### src/common/cesr_pkg.sv
// Constants and types for the CPU exception-state and system-register block.
// Assumes a single CPU clock; the pipeline issues one system-register or event request per cycle.
// Summary of operation
// - Program counter keeps only bits 25..0; upper bits read zero.
// - Carry out of bit 25 is dropped; addresses wrap in 26 bits.
// - Program counter bit 0 is always zero.
// - Register numbers 0-5 and 16-20 select the documented system registers.
// - Numbers 6-15 and 21-31 are reserved; accesses there are unsupported.
// - Source register readable by store instruction, never written by load instruction.
// - Debug save pair accessible only between debug trap or illegal opcode and debug return.
// - Return ignores bit 0 of any saved program counter copy.
// - Exception or maskable interrupt saves counter and status to maskable pair, unless an NMI comes in the same cycle.
// - Saved counter is normally the next instruction address from the pipeline.
// - NMI saves counter and status to NMI pair, maskable pair untouched.
// - NMI saved counter is normally the next instruction address.
// - Maskable pair reserved bits (counter 31..26, status 31..8) read zero.
// - NMI pair reserved bits (counter 31..26, status 31..8) read zero.
// - Return after maskable servicing reloads counter and status from maskable pair.
// - Return after NMI servicing reloads counter and status from NMI pair.
// - Source register captures codes: NMI upper half, exception or maskable interrupt lower; resets zero.
// - Status load takes effect after the instruction; acknowledge held while writing.
package cesr_pkg;
  localparam int CESR_PC_BITS = 26;
  localparam int CESR_SW_BITS = 8;
  localparam logic [4:0] CESR_NUM_MASK_PC = 5'h00;
  localparam logic [4:0] CESR_NUM_MASK_SW = 5'h01;
  localparam logic [4:0] CESR_NUM_NMI_PC = 5'h02;
  localparam logic [4:0] CESR_NUM_NMI_SW = 5'h03;
  localparam logic [4:0] CESR_NUM_SOURCE = 5'h04;
  localparam logic [4:0] CESR_NUM_STATUS = 5'h05;
  localparam logic [4:0] CESR_NUM_CT_PC = 5'h10;
  localparam logic [4:0] CESR_NUM_CT_SW = 5'h11;
  localparam logic [4:0] CESR_NUM_DBG_PC = 5'h12;
  localparam logic [4:0] CESR_NUM_DBG_SW = 5'h13;
  localparam logic [4:0] CESR_NUM_CT_BASE = 5'h14;
  localparam int CESR_NP_BIT = 7;
  localparam int CESR_EP_BIT = 6;
  localparam int CESR_ID_BIT = 5;
  localparam logic [7:0] CESR_STATUS_RESET = 8'h20;
  localparam logic [31:0] CESR_SOURCE_RESET = 32'h0000_0000;
  localparam logic [25:0] CESR_PC_RESET = 26'h000_0000;
  localparam logic [31:0] CESR_WORD_RESET = 32'h0000_0000;
endpackage

### src/verilog/cesr_core.sv
// Exception-state registers: program counter, save pairs, source, status and system register file.
// Assumes the pipeline presents one request per cycle on clk_i, all from the same clock domain.
`timescale 1ns/10ps
`default_nettype none
module cesr_core
  import cesr_pkg::*;
(
  input wire logic clk_i,
  input wire logic rst_i,
  // Program counter update from the pipeline
  input wire logic pc_load_i,
  input wire logic [31:0] pc_load_val_i,
  input wire logic pc_add_i,
  input wire logic [31:0] pc_add_val_i,
  input wire logic [31:0] next_pc_i,
  // System register access
  input wire logic load_system_register_instr_i,
  input wire logic store_system_register_instr_i,
  input wire logic [4:0] sysreg_num_i,
  input wire logic [31:0] sysreg_wdata_i,
  output logic [31:0] sysreg_rdata_o,
  output logic sysreg_unsupported_o,
  // Events
  input wire logic exception_i,
  input wire logic maskable_irq_i,
  input wire logic [15:0] maskable_cause_code_i,
  input wire logic nmi_i,
  input wire logic [15:0] nmi_cause_code_i,
  input wire logic return_from_interrupt_instr_i,
  input wire logic debug_trap_instr_i,
  input wire logic illegal_opcode_i,
  input wire logic debug_return_instr_i,
  input wire logic table_call_instr_i,
  output logic irq_ack_hold_o,
  output logic [31:0] pc_o,
  output logic [31:0] program_status_word_o
);
  logic [25:0] pc_q;
  logic [25:0] pc_d;
  logic [7:0] psw_q;
  logic [7:0] psw_d;
  logic [25:0] maskable_saved_pc_q;
  logic [7:0] maskable_saved_status_q;
  logic [25:0] nmi_saved_pc_q;
  logic [7:0] nmi_saved_status_q;
  logic [31:0] exception_source_q;
  logic [31:0] table_call_saved_pc_q;
  logic [31:0] table_call_saved_status_q;
  logic [31:0] debug_saved_pc_q;
  logic [31:0] debug_saved_status_q;
  logic [31:0] table_call_base_q;
  logic debug_mode_q;
  logic wr;
  logic mask_evt;
  logic dbg_ok;
  logic ret_nmi;

  assign wr = load_system_register_instr_i;
  assign dbg_ok = debug_mode_q;
  assign ret_nmi = psw_q[CESR_NP_BIT];
  assign mask_evt = (exception_i | maskable_irq_i) & ~nmi_i;

  assign irq_ack_hold_o = wr && (sysreg_num_i == CESR_NUM_STATUS);

  always_ff @(posedge clk_i or posedge rst_i) begin
    if (rst_i) begin
      debug_mode_q <= 1'b0;
    end else if (debug_trap_instr_i || illegal_opcode_i) begin
      debug_mode_q <= 1'b1;
    end else if (debug_return_instr_i) begin
      debug_mode_q <= 1'b0;
    end
  end

  // Program counter next value
  always_comb begin
    pc_d = pc_q;
    if (return_from_interrupt_instr_i) begin
      pc_d = ret_nmi ? {nmi_saved_pc_q[25:1], 1'b0} : {maskable_saved_pc_q[25:1], 1'b0};
    end else if (pc_load_i) begin
      pc_d = pc_load_val_i[25:0];
    end else if (pc_add_i) begin
      // carry out of bit 25 dropped
      pc_d = pc_q + pc_add_val_i[25:0];
    end
    pc_d[0] = 1'b0;
  end

  always_ff @(posedge clk_i or posedge rst_i) begin
    if (rst_i) begin
      pc_q <= CESR_PC_RESET;
    end else begin
      pc_q <= pc_d;
    end
  end

  assign pc_o = {{(32 - CESR_PC_BITS){1'b0}}, pc_q};

  // Status word next value; bits above NP read zero
  always_comb begin
    psw_d = psw_q;
    if (return_from_interrupt_instr_i) begin
      psw_d = ret_nmi ? nmi_saved_status_q : maskable_saved_status_q;
    end else if (nmi_i) begin
      psw_d[CESR_NP_BIT] = 1'b1;
      psw_d[CESR_ID_BIT] = 1'b1;
    end else if (mask_evt) begin
      psw_d[CESR_ID_BIT] = 1'b1;
      if (exception_i) begin
        psw_d[CESR_EP_BIT] = 1'b1;
      end
    end else if (wr && sysreg_num_i == CESR_NUM_STATUS) begin
      psw_d = sysreg_wdata_i[7:0];
    end
  end

  always_ff @(posedge clk_i or posedge rst_i) begin
    if (rst_i) begin
      psw_q <= CESR_STATUS_RESET;
    end else begin
      psw_q <= psw_d;
    end
  end

  assign program_status_word_o = {{(32 - CESR_SW_BITS){1'b0}}, psw_q};

  // Maskable save pair
  always_ff @(posedge clk_i or posedge rst_i) begin
    if (rst_i) begin
      maskable_saved_pc_q <= CESR_PC_RESET;
      maskable_saved_status_q <= CESR_STATUS_RESET;
    end else if (mask_evt) begin
      maskable_saved_pc_q <= {next_pc_i[25:1], 1'b0};
      maskable_saved_status_q <= psw_q;
    end else if (wr && sysreg_num_i == CESR_NUM_MASK_PC) begin
      maskable_saved_pc_q <= sysreg_wdata_i[25:0];
    end else if (wr && sysreg_num_i == CESR_NUM_MASK_SW) begin
      maskable_saved_status_q <= sysreg_wdata_i[7:0];
    end
  end

  // NMI save pair
  always_ff @(posedge clk_i or posedge rst_i) begin
    if (rst_i) begin
      nmi_saved_pc_q <= CESR_PC_RESET;
      nmi_saved_status_q <= CESR_STATUS_RESET;
    end else if (nmi_i) begin
      nmi_saved_pc_q <= {next_pc_i[25:1], 1'b0};
      nmi_saved_status_q <= psw_q;
    end else if (wr && sysreg_num_i == CESR_NUM_NMI_PC) begin
      nmi_saved_pc_q <= sysreg_wdata_i[25:0];
    end else if (wr && sysreg_num_i == CESR_NUM_NMI_SW) begin
      nmi_saved_status_q <= sysreg_wdata_i[7:0];
    end
  end

  // Source register; no load path
  always_ff @(posedge clk_i or posedge rst_i) begin
    if (rst_i) begin
      exception_source_q <= CESR_SOURCE_RESET;
    end else if (nmi_i) begin
      exception_source_q[31:16] <= nmi_cause_code_i;
    end else if (mask_evt) begin
      exception_source_q[15:0] <= maskable_cause_code_i;
    end
  end

  // Table call and debug registers
  always_ff @(posedge clk_i or posedge rst_i) begin
    if (rst_i) begin
      table_call_saved_pc_q <= CESR_WORD_RESET;
      table_call_saved_status_q <= CESR_WORD_RESET;
      table_call_base_q <= CESR_WORD_RESET;
    end else if (table_call_instr_i) begin
      table_call_saved_pc_q <= {6'h00, next_pc_i[25:1], 1'b0};
      table_call_saved_status_q <= {24'h000000, psw_q};
    end else if (wr) begin
      case (sysreg_num_i)
        CESR_NUM_CT_PC: table_call_saved_pc_q <= sysreg_wdata_i;
        CESR_NUM_CT_SW: table_call_saved_status_q <= sysreg_wdata_i;
        CESR_NUM_CT_BASE: table_call_base_q <= sysreg_wdata_i;
        default: table_call_base_q <= table_call_base_q;
      endcase
    end
  end

  always_ff @(posedge clk_i or posedge rst_i) begin
    if (rst_i) begin
      debug_saved_pc_q <= CESR_WORD_RESET;
      debug_saved_status_q <= CESR_WORD_RESET;
    end else if (debug_trap_instr_i || illegal_opcode_i) begin
      debug_saved_pc_q <= {6'h00, next_pc_i[25:1], 1'b0};
      debug_saved_status_q <= {24'h000000, psw_q};
    end else if (wr && dbg_ok && sysreg_num_i == CESR_NUM_DBG_PC) begin
      debug_saved_pc_q <= sysreg_wdata_i;
    end else if (wr && dbg_ok && sysreg_num_i == CESR_NUM_DBG_SW) begin
      debug_saved_status_q <= sysreg_wdata_i;
    end
  end

  always_comb begin
    sysreg_rdata_o = 32'h0000_0000;
    sysreg_unsupported_o = 1'b0;
    case (sysreg_num_i)
      CESR_NUM_MASK_PC: sysreg_rdata_o = {6'h00, maskable_saved_pc_q};
      CESR_NUM_MASK_SW: sysreg_rdata_o = {24'h000000, maskable_saved_status_q};
      CESR_NUM_NMI_PC: sysreg_rdata_o = {6'h00, nmi_saved_pc_q};
      CESR_NUM_NMI_SW: sysreg_rdata_o = {24'h000000, nmi_saved_status_q};
      CESR_NUM_SOURCE: begin
        sysreg_rdata_o = exception_source_q;
        sysreg_unsupported_o = wr;
      end
      CESR_NUM_STATUS: sysreg_rdata_o = {24'h000000, psw_q};
      CESR_NUM_CT_PC: sysreg_rdata_o = table_call_saved_pc_q;
      CESR_NUM_CT_SW: sysreg_rdata_o = table_call_saved_status_q;
      CESR_NUM_DBG_PC: begin
        sysreg_rdata_o = dbg_ok ? debug_saved_pc_q : 32'h0000_0000;
        sysreg_unsupported_o = ~dbg_ok & (wr | store_system_register_instr_i);
      end
      CESR_NUM_DBG_SW: begin
        sysreg_rdata_o = dbg_ok ? debug_saved_status_q : 32'h0000_0000;
        sysreg_unsupported_o = ~dbg_ok & (wr | store_system_register_instr_i);
      end
      CESR_NUM_CT_BASE: sysreg_rdata_o = table_call_base_q;
      default: sysreg_unsupported_o = wr | store_system_register_instr_i;
    endcase
  end
endmodule
`default_nettype wire
### config.mk
export PLATFORM = sky130hd
export DESIGN_NAME = cesr_core
export DESIGN_NICKNAME = d
export VERILOG_FILES = /design/src/common/cesr_pkg.sv /design/src/verilog/cesr_core.sv
export SDC_FILE = /design/constraint.sdc
export NUM_CORES = 1
export LEC_CHECK = 0
export ABC_CLOCK_PERIOD_IN_PS = 16100
export BUFFER_PORTS_ARGS = -buffer_cell sky130_fd_sc_hd__buf_2
export CAP_MARGIN = 10
export CORE_MARGIN = 2
export CORE_UTILIZATION = 25
export DETAILED_ROUTE_END_ITERATION = 6
export GPL_ROUTABILITY_DRIVEN = 0
export HOLD_SLACK_MARGIN = 0.05
export PLACE_DENSITY = 0.47
export SLEW_MARGIN = 20
export SYNTH_ARGS = -nofsm -noshare
export SYNTH_HDL_FRONTEND = slang
export SYNTH_SLANG_ARGS = --single-unit
### constraint.sdc
create_clock -name clk_i -period 16.1 [get_ports clk_i]
set_input_delay 3.22 -clock clk_i [delete_from_list [all_inputs] [get_ports clk_i]]
set_output_delay 3.22 -clock clk_i [all_outputs]
set_load 0.05 [all_outputs]
==> out/qor.yml, run 1 <==
run_status:
  status: "finished clean"
route:
  via_per_inst: 5.05
  ant_nets: 0
  postRouteWirelength_um: 62800
  drt-initial-drc-count: 1049
  drtPass1Iterations: 5
  vias: 14067
  routedWlPerCell_um: 22.5
  drc: 0
synthesis:
  synth_area_leaders: "dfrtp_1 (44%), mux2i_1 (13%), nand2_1 (7.1%), o21ai_0 (6.1%), mux2_2 (4.8%)"
  ys_types: 73
  yosysWarnings: 0
  yosys.area.top_type: "dfrtp_1"
  yosysMostFrequentCell: "nand2_1"
  async_flop_share_pct: 100
  yosysSeqAreaShare_pct: 44.4
  synth_commonest_cells: "nand2_1 (315), dfrtp_1 (291), mux2i_1 (218)"
  netlist.area_leader.share_pct: 43.9
  ys_ff_latch: 294
  ys.flop_type: "dfrtp_1"
  synthCells: 1730
  syn_area_um2: 16600
  synth_edf_count: 0
  avgSynthCellArea_um2: 9.59
pwr:
  switching_power_mw: 0.755
  seqPwrFrac_pct: 38.8
  switching_share_pct: 33.2
  p_per_area_nw_per_um2: 116
  irDropWorstVdd_mv: 0.0689
  pwr-share-clk_pct: 38.2
  leakagePower_nw: 9.53
  p_int_mw: 1.52
  power_frac_comb_pct: 23.0
min_path:
  hold_path.class: "flip-flop to flip-flop"
  hold_path_depth: 2
final_layout:
  regArea_um2: 7360
  nFillCells: 6876
  fin_area_um2: 19600
  final_nets: 2094
  drive_gt1_share_pct: 22.1
  multi_input_area_um2: 8480
  syn2layout_area_growth_pct: 18.4
  fin_util_pct: 29.9
cts:
  insertion_delay_ps: 570
  ctsLongestPathBuffers: 3
  clock_sinks: 294
  numCtsBuffers: 38
  post_cts_buffers: 0
  cts_tree: "done"
  cts-root-buf: "clkbuf_16"
  cts.clk_slew.worst_paths_ps: 60
  cts_resized: 0
  h-tree-depth: 2
  postCtsHoldBufs: 0
worst_setup_path:
  slowest_delay_ps: 710
  start_kind: "primary input"
  cp.required_ps: 12880
  path_max_fanout: 52
  worst-setup-path-type: "primary input to output port"
  arrival_ps: 6240
  cpMaxStageDelayCell: "buf_4"
  endpoint_kind: "output port"
  reg2regPathDepth: 11
  worstPathCellList: "buf_2 > buf_4 > and2_1 > buf_4 > a221oi_1 > o21ai_0 > buf_2"
timing:
  finalCriticalPeriod_ps: 9460
  timing.final.crit_share_pct: 58.8
  finalMaxSlewViolations: 0
  finalHoldViolations: 0
  fin_skew_ps: 27.7
  setup_violations: 0
  setup_slack_ps: 6640
  rsz0062_at_grt: "false"
  relSlewSlack_pct: 26.6
  tns_ps: 0
  worst-slew-pin-transition_ps: 1100
  fmax_mhz: 106
floorplanning:
  ios: 277
  rows: 94
  coreArea_um2: 65700
  dieArea_um2: 68400
  start_util_pct: 25.2
  die_w_um: 262
  die_h_um: 262
placement:
  dp_hpwl_um: 40500
  dpl_cell_area_um2: 18300
  portBuffers: 224
  dp_slack_ps: 6670
global_routing:
  overflow: 0
  track_usage_pct: 18.1
  grt_first_pass_wirelength_um: 92000
  grt_max_degree: 181
  antenna_found_initial: 13
  grt_pass1_vias: 13882
flow_run:
  cap_violations: 0
## layout by cell type, fill, tap and decap left out, types with 13 or more instances in the layout
master / netlist / final
buf_4: 33 / 28
conb_1: 1 / 31
inv_1: 17 / 15
nand3_1: 14 / 13
a22oi_1: 33 / 33
xnor2_1: 13 / 13
ha_1: 24 / 24
nand2_1: 315 / 315
nor2_1: 73 / 73
o21ai_0: 202 / 202
a221oi_1: 29 / 29
mux2i_1: 218 / 218
a21oi_1: 93 / 92
clkbuf_16: 0 / 38
buf_2: 32 / 222
mux2_2: 71 / 71
a22o_1: 25 / 25
dfrtp_1: 291 / 290
## critical path, delay by kind of cell
| kind | cells | cell delay, ps |
|---|---|---|
| AO/OA/AOI/OAI | 2 | 410 |
| AND/OR/NAND/NOR | 1 | 660 |
| buffers and inverters | 4 | 1910 |
## metal layers
layer  share of wire [%]  routed length [µm]  track usage (%)  vias to the layer above
met5                0.14                  88                0                        -
met4                 2.3                1420             4.91                       12
met1                  44               27500             24.4                     6979
met3                 7.3                4580             3.61                      102
met2                  47               29200             29.5                      531
li1                    -                   -                -                     6443
## kinds of logic after synthesis
group | Yosys count | synth area share, %
and+or+nand+nor | 463 | 12.0
AOI/OAI and AO/OA | 454 | 16.8
muxes | 295 | 18.5
DFF | 294 | 44.4
buffers and inverters | 179 | 5.36
adders and majority gates | 25 | 1.93
xor gates and xnor gates | 19 | 1.00
other | 1 | 0.0226
## registers in the layout (all words and copies together) (netlist names), 26 cells and up
| register | flops |
|---|---|
| debug_saved_pc_q | 32 |
| debug_saved_status_q | 32 |
| exception_source_q | 32 |
| table_call_base_q | 32 |
| table_call_saved_pc_q | 32 |
| table_call_saved_status_q | 32 |
| maskable_saved_pc_q | 26 |
| nmi_saved_pc_q | 26 |
## power groups by stage
stage	Combinational [mW]	Clock [mW]	Sequential, mW
global placement	0.516	0	0.889
floorplan	0.320	0	0.930
global route	0.571	0.921	0.891
CTS	0.523	0.891	0.879
detailed placement	0.521	0	0.892
finish	0.521	0.868	0.881
## layout make-up
type,instances,area share [%]
Multi-Input combinational cell,1287,43.2
Clock inverter,13,0.682
Antenna cell,4,0.0510
Timing Repair Buffer,252,6.97
Clock buffer,56,5.75
Inverter,17,0.363
Tap cell,864,5.51
Sequential cell,294,37.5
## stage by stage
| step | cells | power, mW | hold slack, ps |
|---|---|---|---|
| 3_5_place_dp | 2713 | 1.41 | 464 |
| 6_report | 2787 | 2.27 | 472 |
| 5_1_grt | 2783 | 2.38 | 497 |
| 4_1_cts | 2782 | 2.29 | 477 |
| 2_1_floorplan | 1760 | 1.25 | 442 |
| 3_3_place_gp | 2713 | 1.40 | 464 |
## final timing paths
kind / slack, ps / endpoint / from
max reg2reg: 12970 / pc_q[25]$_DFFE_PP0P_ / pc_q[1]$_DFFE_PP0P_
min reg2reg: 470 / exception_source_q[1]$_DFFE_PP0P_ / exception_source_q[1]$_DFFE_PP0P_
max in group asynchronous: 11820 / table_call_saved_status_q[24]$_DFFE_PP0P_ / rst_i
min in group asynchronous: 2810 / pc_q[4]$_DFFE_PP0P_ / rst_i
max: 6640 / sysreg_rdata_o[7] / sysreg_num_i[0]
min: 470 / exception_source_q[1]$_DFFE_PP0P_ / exception_source_q[1]$_DFFE_PP0P_
Note: power is estimated with default switching activity, not from simulation.
==> run 2, diff against run 1 <==
Settings changed: ABC_CLOCK_PERIOD_IN_PS 16100 to 9800.
Clock period 16.1 ns to 9.8 ns, I/O delays scaled along.
==> out/qor.yml, run 2 (synthesized netlist as in run 1, its figures left out) <==
run_status:
  status: "complete, but fails checks"
  failed_checks: "design-rule violations"
timing:
  setup_slack_ps: 2990
  finalCriticalPeriod_ps: 6810
  fin_skew_ps: 15.9
  tns_ps: 0
  timing.final.crit_share_pct: 69.5
  relSlewSlack_pct: 35.8
  worst-slew-pin-transition_ps: 961
  rsz0062_at_grt: "false"
  finalHoldViolations: 0
  setup_violations: 0
  fmax_mhz: 147
  finalMaxSlewViolations: 0
worst_setup_path:
  arrival_ps: 4850
  critPathBufInv: 4
  worstReg2RegStart: "pc_q[1]$_DFFE_PP0P_"
  path_max_fanout: 52
  start_kind: "primary input"
  cpMaxStageDelayCell: "buf_4"
  worstPathCellList: "buf_2 > buf_4 > and2_1 > buf_4 > a221oi_1 > o21ai_0 > buf_2"
  endpoint_kind: "output port"
  cp.required_ps: 7840
  worst-setup-path-type: "primary input to output port"
  reg2reg_to: "pc_q[25]$_DFFE_PP0P_"
  cp_top_family: "buffers and inverters"
  reg2regPathDepth: 11
  slowest_delay_ps: 710
  reg2reg_slack_ps: 6620
min_path:
  hold_path.class: "flip-flop to flip-flop"
  hold_start: "exception_source_q[11]$_DFFE_PP0P_"
  whs_endpoint: "exception_source_q[11]$_DFFE_PP0P_"
  hold_path_depth: 2
cts:
  h-tree-depth: 2
  post_cts_buffers: 0
  cts-root-buf: "clkbuf_16"
  cts_resized: 0
  clock_sinks: 294
  cts.clk_slew.worst_paths_ps: 60
  ctsLongestPathBuffers: 3
  cts_tree: "done"
  numCtsBuffers: 38
  insertion_delay_ps: 550
  postCtsHoldBufs: 0
pwr:
  irDropWorstVdd_mv: 0.0958
  p_per_area_nw_per_um2: 192
  leakagePower_nw: 9.54
floorplanning:
  dieArea_um2: 68400
  start_util_pct: 25.2
  ios: 277
  die_w_um: 262
  rows: 94
  die_h_um: 262
  coreArea_um2: 65700
final_layout:
  drive_gt1_share_pct: 22.1
  syn2layout_area_growth_pct: 18.6
  layout_commonest_cell: "nand2_1"
  final_nets: 2096
  layout_common_cells: "nand2_1 (315), dfrtp_1 (290), buf_2 (222)"
global_routing:
  grt_max_degree: 123
  grt_pass1_vias: 13912
  antenna_found_initial: 16
  grt_first_pass_wirelength_um: 91800
  overflow: 0
  track_usage_pct: 18.0
placement:
  portBuffers: 224
  dp_hpwl_um: 41100
  dp_slack_ps: 3010
route:
  via_per_inst: 5.00
  drc: 2
  drt-initial-drc-count: 1041
  postRouteWirelength_um: 62500
  ant_nets: 0
  drtPass1Iterations: 7
  routedWlPerCell_um: 22.5
  vias: 13916
flow_run:
  cap_violations: 0
[run 2: cell count changes in the layout (fill, tap and decap cells not counted), moves of 2 or more]
| cell | before | now |
|---|---|---|
| buf_4 | 28 | 30 |
| clkbuf_1 | 7 | 9 |
| clkbuf_16 | 38 | 41 |
| clkbuf_8 | 11 | 9 |
| clkinv_2 | 8 | 5 |
| diode_2 | 4 | 1 |
[run 2: routing by layer]
metal  part of all wire (%)  track usage [%]
met5                   0.11                0
met4                    1.9             4.28
met3                    6.6             3.75
met2                     46             29.2
met1                     45             24.4
[run 2: final cells by class]
class | count | area (µm²)
inverter | 17 | 67.6
fill | 6923 | 46100
clock inverter | 9 | 124
antenna | 1 | 2.50
multi-input combinational | 1287 | 8480
tap | 864 | 1080
timing repair buffer | 254 | 1370
sequential | 294 | 7360
clock buffer | 59 | 1180
[run 2: how the worst max path moves through the flow]
stage                         start                  to  slack (ps)  cells after the start
global placement    sysreg_num_i[0]   sysreg_rdata_o[7]        3000                      7
detailed placement  sysreg_num_i[0]   sysreg_rdata_o[7]        3010                      7
finish              sysreg_num_i[0]   sysreg_rdata_o[7]        2990                      7
global route        sysreg_num_i[4]   sysreg_rdata_o[7]        2910                      8
CTS                 sysreg_num_i[0]   sysreg_rdata_o[7]        3020                      7
floorplan           sysreg_num_i[0]  sysreg_rdata_o[26]        3800                      6
[run 2: power by group]
part	internal (mW)	switching, mW	total (mW)
clock	0.908	0.564	1.47
sequential	1.34	0.102	1.45
combinational	0.292	0.563	0.855
[run 2: metrics by stage]
stage / instance area, µm² / utilization, % / std cells / power, mW / hold slack (ps)
3_3_place_gp: 18400 / 27.9 / 2716 / 2.31 / 465
6_report: 19700 / 29.9 / 2785 / 3.77 / 475
3_5_place_dp: 18400 / 27.9 / 2716 / 2.32 / 462
2_1_floorplan: 16700 / - / 1760 / 2.05 / 442
4_1_cts: 19700 / 29.9 / 2784 / 3.82 / 479
5_1_grt: 19700 / 29.9 / 2785 / 3.96 / 507
[run 2: worst register-to-register path: cells and delay by family (launching register included)]
family	cells	cell delay, ps
AO/OA/AOI/OAI	5	1180
adder cells (fa/ha/maj)	2	610
flip-flops	1	400
multiplexers	1	350
XOR/XNOR	1	250
AND/OR/NAND/NOR	1	210
buffers and inverters	1	70
